### src/shared/clk_ctrl_pkg.sv
// Constants, register layouts and state types for the clock source and PLL control block
package clk_ctrl_pkg;

	// ==========================================================
	// Register port geometry
	localparam int ADDR_W = 4;
	localparam int DATA_W = 16;

	// ==========================================================
	// Register offsets
	localparam logic [3:0] OFS_MAIN_SEL = 4'h0;
	localparam logic [3:0] OFS_REF_SEL = 4'h1;
	localparam logic [3:0] OFS_WDT_SEL = 4'h2;
	localparam logic [3:0] OFS_OUT_SEL = 4'h3;
	localparam logic [3:0] OFS_PLL_CTRL = 4'h4;
	localparam logic [3:0] OFS_PLL_STAT = 4'h5;
	localparam logic [3:0] OFS_CORE_DIV = 4'h6;
	localparam logic [3:0] OFS_GATE = 4'h7;
	localparam logic [3:0] OFS_WDO_CTRL = 4'h8;
	localparam logic [3:0] OFS_OSC_CTRL = 4'h9;

	// ==========================================================
	// Frequencies and timing
	localparam int CLK_SYS_HZ = 40_000_000;
	localparam int IRC_NOMINAL_HZ = 12_000_000;
	localparam int PLL_SETTLE_US = 100;
	localparam int LOCK_CYCLES = PLL_SETTLE_US * (CLK_SYS_HZ / 1_000_000);
	localparam int LOCK_CNT_W = 12;

	// ==========================================================
	// Main clock sources, in selector order
	typedef enum logic [1:0] {SRC_IRC, SRC_PLL_IN, SRC_WDO, SRC_PLL_OUT} main_src_t;

	// PLL control: multiplier is field+1 (1..32), post divider is 2 << field
	typedef struct packed {
		logic [6:0] spare;
		logic bypass;
		logic enable;
		logic [1:0] post_div;
		logic [4:0] mult;
	} pll_ctrl_t;

	// Watchdog oscillator analog trim: frequency band and divide setting
	typedef struct packed {
		logic [4:0] div_sel;
		logic [3:0] freq_sel;
	} wdo_ctrl_t;

	// Oscillator pins, all from outside the clk_sys domain
	typedef struct packed {
		logic current_ctrl_osc;
		logic watchdog_osc;
		logic sys;
		logic internal_rc_osc;
	} osc_t;

	typedef struct packed {
		main_src_t main_sel;
		logic ref_sel;
		logic wdt_sel;
		logic [1:0] out_sel;
		pll_ctrl_t pll;
		logic [7:0] core_div;
		logic [DATA_W-1:0] gate;
		wdo_ctrl_t watchdog_osc;
		logic irc_pd;
	} regs_t;

	localparam pll_ctrl_t PLL_RST = '{spare: 7'h00, bypass: 1'b1, enable: 1'b0,
		post_div: 2'h0, mult: 5'h00};
	localparam wdo_ctrl_t WDO_RST = '{div_sel: 5'h00, freq_sel: 4'h1};
	localparam logic [7:0] CORE_DIV_RST = 8'h01;
	localparam logic [DATA_W-1:0] GATE_RST = 16'h001F;
	localparam regs_t REGS_RST = '{main_sel: SRC_IRC, ref_sel: 1'b0, wdt_sel: 1'b0,
		out_sel: 2'h0, pll: PLL_RST, core_div: CORE_DIV_RST, gate: GATE_RST,
		watchdog_osc: WDO_RST, irc_pd: 1'b0};

	// State of one glitch-free source selector
	typedef struct packed {
		logic [1:0] cur;
		logic out;
	} sw_state_t;

	localparam sw_state_t SW_RST = '{cur: 2'h0, out: 1'b0};

endpackage : clk_ctrl_pkg

### src/hdl/clk_switch.sv
// Glitch-free four-way selector for oversampled clock levels
`timescale 1ns/1ps

module clk_switch (
	// Clock and reset
	input wire logic clk_sys,
	input wire logic rstn,
	// Source levels and selection
	input wire logic [3:0] src,
	input wire logic [1:0] sel,
	// Selected clock and the source now in use
	output logic clk_out,
	output logic [1:0] cur_sel
);

	clk_ctrl_pkg::sw_state_t s;
	clk_ctrl_pkg::sw_state_t next_s;

	// ==========================================================
	// Switch only while both old output and new source sit low
	always_comb begin
		next_s = s;
		if (sel != s.cur && !s.out && !src[sel]) begin
			next_s.cur = sel;
			next_s.out = 1'b0;
		end else begin
			next_s.out = src[s.cur];
		end
	end

	// A stopped old source left high holds the switch; keep sources running while in use
	always_ff @(posedge clk_sys or negedge rstn) begin
		if (!rstn) begin
			s <= clk_ctrl_pkg::SW_RST;
		end else begin
			s <= next_s;
		end
	end

	assign clk_out = s.out;
	assign cur_sel = s.cur;
endmodule : clk_switch

### src/hdl/clock_source_pll_control.sv
// Clock source selection, PLL sequencing and clock output control
`timescale 1ns/1ps

module clock_source_pll_control (
	// Clock and reset
	input wire logic clk_sys,
	input wire logic rstn,
	// Register port
	input wire logic [clk_ctrl_pkg::ADDR_W-1:0] addr,
	input wire logic [clk_ctrl_pkg::DATA_W-1:0] wdata,
	input wire logic wr,
	input wire logic rd,
	output logic [clk_ctrl_pkg::DATA_W-1:0] rdata,
	// Oscillator pins
	input wire clk_ctrl_pkg::osc_t osc_pins,
	// Selected clocks
	output logic main_clk,
	output logic watchdog_clock,
	output logic pll_ref_clk,
	output logic clock_output_pin,
	// Analog controls
	output logic pll_pd,
	output logic [4:0] pll_mult,
	output clk_ctrl_pkg::wdo_ctrl_t wdo_trim,
	output logic irc_pd,
	// Core and peripheral clocking
	output logic core_clk_en,
	output logic [clk_ctrl_pkg::DATA_W-1:0] periph_clk_en
);

	typedef struct packed {
		clk_ctrl_pkg::osc_t sync1;
		clk_ctrl_pkg::osc_t sync2;
		logic cco_prev;
		logic main_prev;
		clk_ctrl_pkg::regs_t regs;
		logic [clk_ctrl_pkg::DATA_W-1:0] rdata;
		logic [clk_ctrl_pkg::LOCK_CNT_W-1:0] lock_cnt;
		logic lock;
		logic [3:0] pdiv_cnt;
		logic pdiv;
		logic [7:0] core_cnt;
		logic core_en;
		logic pll_pd;
	} state_t;

	localparam state_t STATE_RST = '{sync1: '0, sync2: '0, cco_prev: 1'b0,
		main_prev: 1'b0, regs: clk_ctrl_pkg::REGS_RST, rdata: '0, lock_cnt: '0,
		lock: 1'b0, pdiv_cnt: 4'h0, pdiv: 1'b0, core_cnt: 8'h00, core_en: 1'b0,
		pll_pd: 1'b1};
	localparam logic [clk_ctrl_pkg::LOCK_CNT_W-1:0] LOCK_LAST =
		clk_ctrl_pkg::LOCK_CNT_W'(clk_ctrl_pkg::LOCK_CYCLES - 1);

	state_t s;
	state_t next_s;
	logic pll_out;
	logic cco_rise;
	logic main_rise;
	logic irc_used;
	logic pll_wr;
	clk_ctrl_pkg::main_src_t main_eff;
	logic [1:0] main_cur;
	logic [1:0] wdt_cur;
	logic [1:0] ref_cur;
	logic [1:0] out_cur;

	// ==========================================================
	// Helpers

	// Edges of the post divider between output toggles: 1, 2, 4 or 8
	function automatic logic [3:0] half_ratio(input logic [1:0] code);
		half_ratio = 4'h1 << code;
	endfunction : half_ratio

	// Write strobe aimed at one register
	function automatic logic hit(input logic strobe, input logic [3:0] a,
		input logic [3:0] ofs);
		hit = strobe && (a == ofs);
	endfunction : hit

	// Register settings under which some selector draws on the RC oscillator
	function automatic logic irc_needed(input clk_ctrl_pkg::regs_t r, input logic lk);
		irc_needed = r.main_sel == clk_ctrl_pkg::SRC_IRC ||
			(r.main_sel == clk_ctrl_pkg::SRC_PLL_OUT && !lk) || !r.ref_sel ||
			!r.wdt_sel || r.out_sel == 2'h0;
	endfunction : irc_needed

	// ==========================================================
	// Derived levels

	// Bypassed or unpowered PLL passes its reference straight through
	assign pll_out = (s.regs.pll.bypass || !s.regs.pll.enable) ? pll_ref_clk : s.pdiv;
	assign cco_rise = s.sync2.current_ctrl_osc && !s.cco_prev;
	assign main_rise = main_clk && !s.main_prev;
	assign pll_wr = hit(wr, addr, clk_ctrl_pkg::OFS_PLL_CTRL);

	// An unlocked PLL output is never handed to the main selector
	assign main_eff = (s.regs.main_sel == clk_ctrl_pkg::SRC_PLL_OUT && !s.lock) ?
		clk_ctrl_pkg::SRC_IRC : s.regs.main_sel;

	// The RC oscillator counts as in use by any selector set to reach it, or while the main selector still sits on it
	assign irc_used = irc_needed(s.regs, s.lock) || main_cur == 2'h0;

	// ==========================================================
	// Next state
	always_comb begin
		next_s = s;
		// Two-stage synchronisers on every oscillator pin
		next_s.sync1 = osc_pins;
		next_s.sync2 = s.sync1;
		next_s.cco_prev = s.sync2.current_ctrl_osc;
		next_s.main_prev = main_clk;

		// Register writes
		if (wr) begin
			case (addr)
				clk_ctrl_pkg::OFS_MAIN_SEL: begin
					next_s.regs.main_sel = clk_ctrl_pkg::main_src_t'(wdata[1:0]);
				end
				clk_ctrl_pkg::OFS_REF_SEL: begin
					next_s.regs.ref_sel = wdata[0];
				end
				clk_ctrl_pkg::OFS_WDT_SEL: begin
					next_s.regs.wdt_sel = wdata[0];
				end
				clk_ctrl_pkg::OFS_OUT_SEL: begin
					next_s.regs.out_sel = wdata[1:0];
				end
				clk_ctrl_pkg::OFS_PLL_CTRL: begin
					next_s.regs.pll = clk_ctrl_pkg::pll_ctrl_t'(wdata);
					next_s.regs.pll.spare = '0;
				end
				clk_ctrl_pkg::OFS_CORE_DIV: begin
					next_s.regs.core_div = wdata[7:0];
				end
				clk_ctrl_pkg::OFS_GATE: begin
					next_s.regs.gate = wdata;
				end
				clk_ctrl_pkg::OFS_WDO_CTRL: begin
					next_s.regs.watchdog_osc = clk_ctrl_pkg::wdo_ctrl_t'(wdata[8:0]);
				end
				clk_ctrl_pkg::OFS_OSC_CTRL: begin
					next_s.regs.irc_pd = wdata[0];
				end
				default: begin
				end
			endcase
		end

		// Read data stands in the cycle after the strobe only
		next_s.rdata = '0;
		if (rd) begin
			case (addr)
				clk_ctrl_pkg::OFS_MAIN_SEL: next_s.rdata = {12'h000, main_cur, s.regs.main_sel};
				clk_ctrl_pkg::OFS_REF_SEL: next_s.rdata = {15'h0000, s.regs.ref_sel};
				clk_ctrl_pkg::OFS_WDT_SEL: next_s.rdata = {15'h0000, s.regs.wdt_sel};
				clk_ctrl_pkg::OFS_OUT_SEL: next_s.rdata = {14'h0000, s.regs.out_sel};
				clk_ctrl_pkg::OFS_PLL_CTRL: next_s.rdata = s.regs.pll;
				clk_ctrl_pkg::OFS_PLL_STAT: next_s.rdata = {15'h0000, s.lock};
				clk_ctrl_pkg::OFS_CORE_DIV: next_s.rdata = {8'h00, s.regs.core_div};
				clk_ctrl_pkg::OFS_GATE: next_s.rdata = s.regs.gate;
				clk_ctrl_pkg::OFS_WDO_CTRL: next_s.rdata = {7'h00, s.regs.watchdog_osc};
				clk_ctrl_pkg::OFS_OSC_CTRL: next_s.rdata = {15'h0000, s.regs.irc_pd};
				default: next_s.rdata = '0;
			endcase
		end

		// Lock timer restarts on power-off and on any reprogramming
		if (!s.regs.pll.enable || pll_wr) begin
			next_s.lock_cnt = '0;
			next_s.lock = 1'b0;
		end else if (s.lock_cnt == LOCK_LAST) begin
			next_s.lock = 1'b1;
		end else begin
			next_s.lock_cnt = s.lock_cnt + 1'b1;
		end

		// Power-down pin is its own flop, kept in step with the enable bit
		next_s.pll_pd = !next_s.regs.pll.enable;

		// RC power-down is refused while a selector is set to reach it, now or from the next edge, or while the main selector still sits on it;
		// looking ahead keeps the pin low in the very cycle a selector returns to RC
		if (irc_used || irc_needed(next_s.regs, next_s.lock)) begin
			next_s.regs.irc_pd = 1'b0;
		end

		// Post divider toggles after equal edge counts, so duty is exactly half
		if (!s.regs.pll.enable) begin
			next_s.pdiv_cnt = 4'h0;
			next_s.pdiv = 1'b0;
		end else if (cco_rise) begin
			if (s.pdiv_cnt >= half_ratio(s.regs.pll.post_div) - 4'h1) begin
				next_s.pdiv_cnt = 4'h0;
				next_s.pdiv = !s.pdiv;
			end else begin
				next_s.pdiv_cnt = s.pdiv_cnt + 4'h1;
			end
		end

		// Core clock enable: one pulse per core_div rising edges of main clock; zero stops it
		next_s.core_en = 1'b0;
		if (main_rise && s.regs.core_div != 8'h00) begin
			if (s.core_cnt >= s.regs.core_div - 8'h01) begin
				next_s.core_cnt = 8'h00;
				next_s.core_en = 1'b1;
			end else begin
				next_s.core_cnt = s.core_cnt + 8'h01;
			end
		end
	end

	// ==========================================================
	// State register
	always_ff @(posedge clk_sys or negedge rstn) begin
		if (!rstn) begin
			s <= STATE_RST;
		end else begin
			s <= next_s;
		end
	end

	// ==========================================================
	// Glitch-free selectors; each output is the selector's own flop

	// PLL reference: RC oscillator or system oscillator
	clk_switch u_ref_sw (
		.clk_sys(clk_sys),
		.rstn(rstn),
		.src({s.sync2.internal_rc_osc, s.sync2.internal_rc_osc, s.sync2.sys, s.sync2.internal_rc_osc}),
		.sel({1'b0, s.regs.ref_sel}),
		.clk_out(pll_ref_clk),
		.cur_sel(ref_cur)
	);

	// Main clock: RC, PLL reference, watchdog oscillator or locked PLL
	clk_switch u_main_sw (
		.clk_sys(clk_sys),
		.rstn(rstn),
		.src({pll_out, s.sync2.watchdog_osc, pll_ref_clk, s.sync2.internal_rc_osc}),
		.sel(main_eff),
		.clk_out(main_clk),
		.cur_sel(main_cur)
	);

	// Watchdog timer clock: RC or watchdog oscillator
	clk_switch u_wdt_sw (
		.clk_sys(clk_sys),
		.rstn(rstn),
		.src({s.sync2.internal_rc_osc, s.sync2.internal_rc_osc, s.sync2.watchdog_osc, s.sync2.internal_rc_osc}),
		.sel({1'b0, s.regs.wdt_sel}),
		.clk_out(watchdog_clock),
		.cur_sel(wdt_cur)
	);

	// Clock output pin: RC, system oscillator, watchdog oscillator or main clock
	clk_switch u_out_sw (
		.clk_sys(clk_sys),
		.rstn(rstn),
		.src({main_clk, s.sync2.watchdog_osc, s.sync2.sys, s.sync2.internal_rc_osc}),
		.sel(s.regs.out_sel),
		.clk_out(clock_output_pin),
		.cur_sel(out_cur)
	);

	// ==========================================================
	// Register outputs
	assign rdata = s.rdata;
	assign pll_pd = s.pll_pd;
	assign pll_mult = s.regs.pll.mult;
	assign wdo_trim = s.regs.watchdog_osc;
	assign irc_pd = s.regs.irc_pd;
	assign core_clk_en = s.core_en;
	assign periph_clk_en = s.regs.gate;
endmodule : clock_source_pll_control

### config.mk
export PLATFORM = sky130hd
export DESIGN_NAME = clock_source_pll_control
export DESIGN_NICKNAME = d
export VERILOG_FILES = /design/src/shared/clk_ctrl_pkg.sv /design/src/hdl/clk_switch.sv /design/src/hdl/clock_source_pll_control.sv
export SDC_FILE = /design/constraint.sdc
export NUM_CORES = 1
export LEC_CHECK = 0
export BUFFER_PORTS_ARGS = -buffer_cell sky130_fd_sc_hd__buf_2
export CORE_ASPECT_RATIO = 0.5
export CORE_UTILIZATION = 56
export CTS_BUF_LIST = sky130_fd_sc_hd__clkbuf_4
export DETAILED_ROUTE_END_ITERATION = 7
export PLACE_DENSITY = 0.75
export SETUP_SLACK_MARGIN = 0.05
export SYNTH_ARGS = -nofsm -noshare
export SYNTH_HDL_FRONTEND = slang
export SYNTH_SLANG_ARGS = --single-unit
### constraint.sdc
create_clock -name clk_sys -period 4.6 [get_ports clk_sys]
set_clock_uncertainty 0.2 [all_clocks]
set_input_delay 0.69 -clock clk_sys [delete_from_list [all_inputs] [get_ports clk_sys]]
set_output_delay 0.69 -clock clk_sys [all_outputs]
set_load 0.005 [all_outputs]
# --- Yosys cells after proc, flatten, opt, wreduce, memory -nomap -nowiden ---
# Cells that the tools add are included.
# Widths: inputs -> output; s select.
op_classes:
  div: 0
  addsub: 5
  shifts: 1
  n_eq_ne: 19
  n_mul: 0
  n_bitwise: 0
  reduce_logical: 60
  mux: 45
  n_lt_le_gt_ge: 10
op_table:
  columns: ["cell", "n"]
  rows:
  - ["$pmux 16 s10", 1]
  - ["$mux 56", 1]
  - ["$mux 16", 2]
  - ["$mux 1", 25]
  - ["$logic_not 1->1", 19]
  - ["$mux 9", 2]
  - ["$eq 4x3->1 const B", 4]
  - ["$mux 8", 2]
  - ["$logic_and 1x1->1", 14]
  - ["$mux 13", 1]
  - ["$add 12x1->12 const B", 1]
  - ["$eq 12x12->1 const B", 1]
  - ["$logic_or 1x1->1", 12]
  - ["$lt 1x3->1 const B", 4]
  - ["$lt 2x3->1 const B", 4]
  - ["$mux 12", 1]
  - ["$reduce_and 2->1", 6]
  - ["$logic_not 2->1", 5]
  - ["$mux 5", 2]
  - ["$add 8x1->8 const B", 1]
  - ["$bmux 1 s2", 4]
  - ["$eq 4x2->1 const B", 2]
  - ["$eq 4x4->1 const B", 2]
  - ["$ge 8x8->1", 1]
  - ["16 further kinds", 23]
word_totals:
  romBits: 0
  ramBits: 0
  wordCells: 179
  out_inout_bits: 53
  input_bits: 28
  regBits: 113
  latchBits: 0
  memories: 0

# --- Depth between registers and ports, before layout ---
logic_depth:
  ltp_word: 13
  mapped_depth: 10

# --- Hierarchy ---
# Synthesis repeated with hierarchy kept, for this count alone.
hier_totals:
  cells_unflattened: 553
  hier_area_um2: 6032.0
modules_own_cells:
  columns: ["module", "seq_area_each_um2", "cells_each", "area_per_inst_um2", "instances"]
  rows:
  - ["clock_source_pll_control", 2588.7, 489, 5261.3, 1]
  - ["clk_switch", 75.1, 16, 192.7, 4]

# --- Worst setup path before layout ---
# Ideal clock, no wire load.
synth_timing:
  kind: "reg-to-reg"
  start: "register s[70] in the netlist's numbering"
  end: "register s[9] in the netlist's numbering"
  synth_period_minus_slack_ps: 2799
  setup_ps: 86
  path_stages_with_launch: 10
  t_arrival_ps: 2513
  path_slack_ps: 1801
  path_cell_list: "dfstp_2 > inv_1 > ha_1 > xnor2_1 > ha_1 > a211o_1 > a31oi_1 > o311ai_2 > or4_1 > o221ai_2"
synth_between:
  elab_chain_len: 3
  word_cells_on_any_way: 5
synth_rtl:
  columns: ["element", "line", "rtl"]
  rows:
  - ["start: declaration", "clock_source_pll_control.sv:54", "state_t s;"]
  - ["start signal: assignment", "clock_source_pll_control.sv:218", "s <= next_s;"]
  - ["$sub 8x1->8", "clock_source_pll_control.sv:203", "if (s.core_cnt >= s.regs.core_div - 8'h01) begin"]
  - ["$ge 8x8->1", "clock_source_pll_control.sv:203", null]
  - ["$mux 8", "clock_source_pll_control.sv:203", null]
# Several ways; a longest one is shown, not always the timed one.
# A chain may end at the register's enable or synchronous reset.

# --- Worst setup path in the final report ---
layout_timing:
  start: "register s[72] in the netlist's numbering"
  end: "register s[7] in the netlist's numbering"
# Same word-level chain as after synthesis.

==> summary.txt <==
Status
  • Outcome: finished clean

Yosys
  • Syn Area/Cell: approximately 11 sq um
  • Syn_nets: 565
  • Post-synth top area share: 0.453
  • Top cells by count, synth: dfrtp_1, mux2_2, buf_4
  • Post-Syn Area: 5750 sq um
  • Post-synth cell types: 60
  • Sequential area share after synthesis: 0.494
  • Yosys warnings: 0
  • Top FF cell, synth: dfrtp_1
  • Register bit total from synthesis: 113
  • Main area contributors after synthesis: dfrtp_1, mux2_2, buf_4
  • Leading cell type by number of instances after synthesis: dfrtp_1
  • Synth Instances: about 520
  • Post-synth EDFFs: 0
  • Yosys top cell by area: dfrtp_1
  • Async SR Flop Fraction: 1.00

Pwr
  • Internal power: 0.00211 W
  • Clk pwr share: 0.313
  • Pwr Density: 489 nW/um^2
  • Seq pwr share: 0.452
  • VDD IR max: 0.181 mV
  • Switching share of power: 0.316
  • Leakage: 2.96 nW
  • Psw: between 0.0009 and 0.001 W
  • Comb pwr share: 0.235

Final layout
  • # fillers: 768
  • Area delta synth->final: 9.97%
  • Fin nets: 605
  • Fin cells: 710
  • Layout cell share with drive strength beyond 1: 0.333

GRT
  • Initial antenna violation count: 0
  • GRT Overall Usage: 0.236
  • Grt total ovfl: 0
  • Vias in the first global route: 3786
  • Global-route wire length before repair: 19.1 mm
  • Pin count of the biggest net entering global routing: 74

Detailed routing
  • # DRC: 0
  • DR WL/cell: between 15 and 20 um
  • Vias per cell: 5.59
  • DRT Pass-1 Iters: 5
  • Via count: 3970
  • Iter 0 DRT Violations: around 250
  • Final ANT Viol Nets: 0
  • WL final: 11.7 mm

CTS
  • Post-CTS Setup Repair Bufs: 0
  • Sinks on Clock Net: 113
  • CTS tree: built
  • Clock slew at reported path FFs: roughly 0.12 ns
  • Clk_lat worst skew: 0.52 ns
  • H-tree levels: 4
  • Total CTS buffers: 17
  • # resized after CTS: 0
  • Hold_buf cts: 0
  • CTS root buffer: clkbuf_4
  • CTS Buffer Depth: 2

Worst setup path
  • Crit path required time: ~4.8 ns
  • Worst Setup End Kind: register
  • Slowest stage cell, crit path: o311ai_2
  • CP peak stage delay: 0.58 ns
  • WP data arrival: 3.29 ns
  • Critical path fanouts, max: 10
  • R2r worst-path depth: 8
  • Startpoint Class: register
  • Critical path, cell by cell: nor3_1 -> nor3b_1 -> xnor2_1 -> ha_1 -> nand4_1 -> o311ai_2 -> nor2_1 -> a221o_2
  • CP Class: register to register

Timing
  • Worst rel slew slack: 0.389
  • Setup TNS: 0 ns
  • Period utilization: 0.670
  • Max Transition Viols Final: 0
  • Min Tclk post-route: 3.08 ns
  • Final setup vio count: 0
  • Slew at the pin closest to its max-slew limit: 0.914 ns
  • RSZ-0062 raised after global routing: false
  • Final WS setup: 1.52 ns
  • Final hold violation count: 0
  • Top achievable clock speed: around 0.32 GHz

Place
  • RD Place Congestion: just over 0.8
  • Place WS: 1.51 ns
  • Number of port buffers: 80
  • Post-DP HPWL: around 8 mm
  • Placed insts: 677

Die
  • Starting Density: 0.593
  • Row Count: 25
  • DIE AREA: around 11000 sq um
  • Die Y: 73.6 um
  • Die Width: 145 um
  • # IOs: 81
  • CORE AREA: 9700 sq um

Hold path
  • Min-delay worst type: input pin to register
  • Hold-critical path depth: 1

Job
  • Maxcap violations: 0
-- power groups by stage --
| stage | Combinational (W) | Clock (W) | Sequential, W |
|---|---|---|---|
| after global routing | 0.000818 | 0.00103 | 0.00142 |
| after floorplan | 0.000616 | 0 | 0.00134 |
| after CTS | 0.000737 | 0.000982 | 0.00139 |
| after global placement | 0.000708 | 0 | 0.00140 |
| final | 0.000727 | 0.000966 | 0.00140 |
| after detailed placement | 0.000733 | 0 | 0.00141 |
-- layout make-up --
cell class	instances	area (sq um)	area share
Clock inverter	15	256	0.0406
Inverter	18	67.6	0.0107
Antenna cell	1	2.50	0.000396
Multi-Input combinational cell	327	2420	0.384
Tap cell	135	169	0.0267
Timing Repair Buffer	84	433	0.0685
Sequential cell	113	2840	0.449
Clock buffer	17	128	0.0202
-- cell families (layout without fill, tap and decap cells) --
family                   count (synthesis)  in the layout  share of synthesized area
multiplexers                            61             61                      0.124
XOR/XNOR                                18             18                     0.0274
buffers and inverters                   81            134                     0.0841
other                                    0              1                          0
adder cells (fa/ha/maj)                 16             16                     0.0348
AO/OA/AOI/OAI                           85             85                      0.104
AND/OR/NAND/NOR                        147            147                      0.131
flip-flops                             113            113                      0.494
-- sequential cells by signal, summed over array words and instances, names as in the netlist --
name	cells
u_wdt_sw.clk_out	1
u_wdt_sw.cur_sel	1
rdata	16
pll_mult	5
u_ref_sw.cur_sel	1
next_s	5
s	49
periph_clk_en	16
u_main_sw.cur_sel	2
wdo_trim	9
u_main_sw.clk_out	1
u_out_sw.clk_out	1
u_out_sw.cur_sel	2
u_ref_sw.clk_out	1
core_clk_en	1
pll_pd	1
irc_pd	1
-- worst max-delay path, delay by kind of cell (launching register included) --
kind            cells  cell delay, ns
fa+ha+maj           1            0.31
compound gates      2            0.97
xor+xnor            1            0.11
flops               1            0.46
simple gates        4            0.91
-- worst paths after layout --
check,from,to,slack (ns)
worst max-delay path,s[72]$_DFFE_PN0P_,s[7]$_DFFE_PN0P_,1.52
worst min-delay path,osc_pins[0],next_s[102]$_DFF_PN0_,0.05
worst max register to register,s[72]$_DFFE_PN0P_,s[7]$_DFFE_PN0P_,1.52
worst min register to register,next_s[104]$_DFF_PN0_,s[104]$_DFF_PN0_,0.16
max in group asynchronous,rstn,s[70]$_DFFE_PN1P_,3.21
min in group asynchronous,rstn,s[3]$_DFFE_PN0P_,0.09
-- routing by layer --
layer	part of all wire	track usage	wire length (um)	up-vias
met5	0	0	0	-
met4	0.010	0.0772	121	0
met3	0.048	0.0590	559	16
met2	0.47	0.378	5530	80
met1	0.47	0.320	5490	1992
li1	-	-	-	1882
-- per-stage QoR --
stage | util | instance area (sq um) | total power (W) | hold WS, ns
2_1_floorplan | - | 5750 | 0.00195 | 0.131
3_3_place_gp | 0.612 | 5930 | 0.00211 | 0.132
3_5_place_dp | 0.612 | 5930 | 0.00214 | 0.136
4_1_cts | 0.651 | 6320 | 0.00311 | 0.0227
5_1_grt | 0.651 | 6320 | 0.00328 | 0.00181
6_report | 0.652 | 6320 | 0.00309 | 0.0532
-- cell usage in the layout, fill, tap and decap left out, drive strengths merged, types with 2 or more instances in the layout --
cell / n
a22o: 10
a21oi: 14
o21ai: 26
or3: 4
mux2i: 5
and2: 12
nor3b: 2
o31ai: 2
dfstp: 9
a22oi: 3
buf: 84
ha: 16
bufinv: 6
clkinvlp: 2
xor2: 9
mux2: 53
nand3: 9
inv: 20
or2: 2
nand2b: 7
nand4: 5
dfrtp: 104
and3: 4
mux4: 3
xnor2: 9
nor3: 7
nor4: 3
nor2b: 10
a221oi: 5
a222oi: 4
a31oi: 3
a32oi: 2
clkbuf: 17
nor2: 40
o211ai: 2
nand2: 36
clkinv: 5
Power figures use the tool's default switching activity.
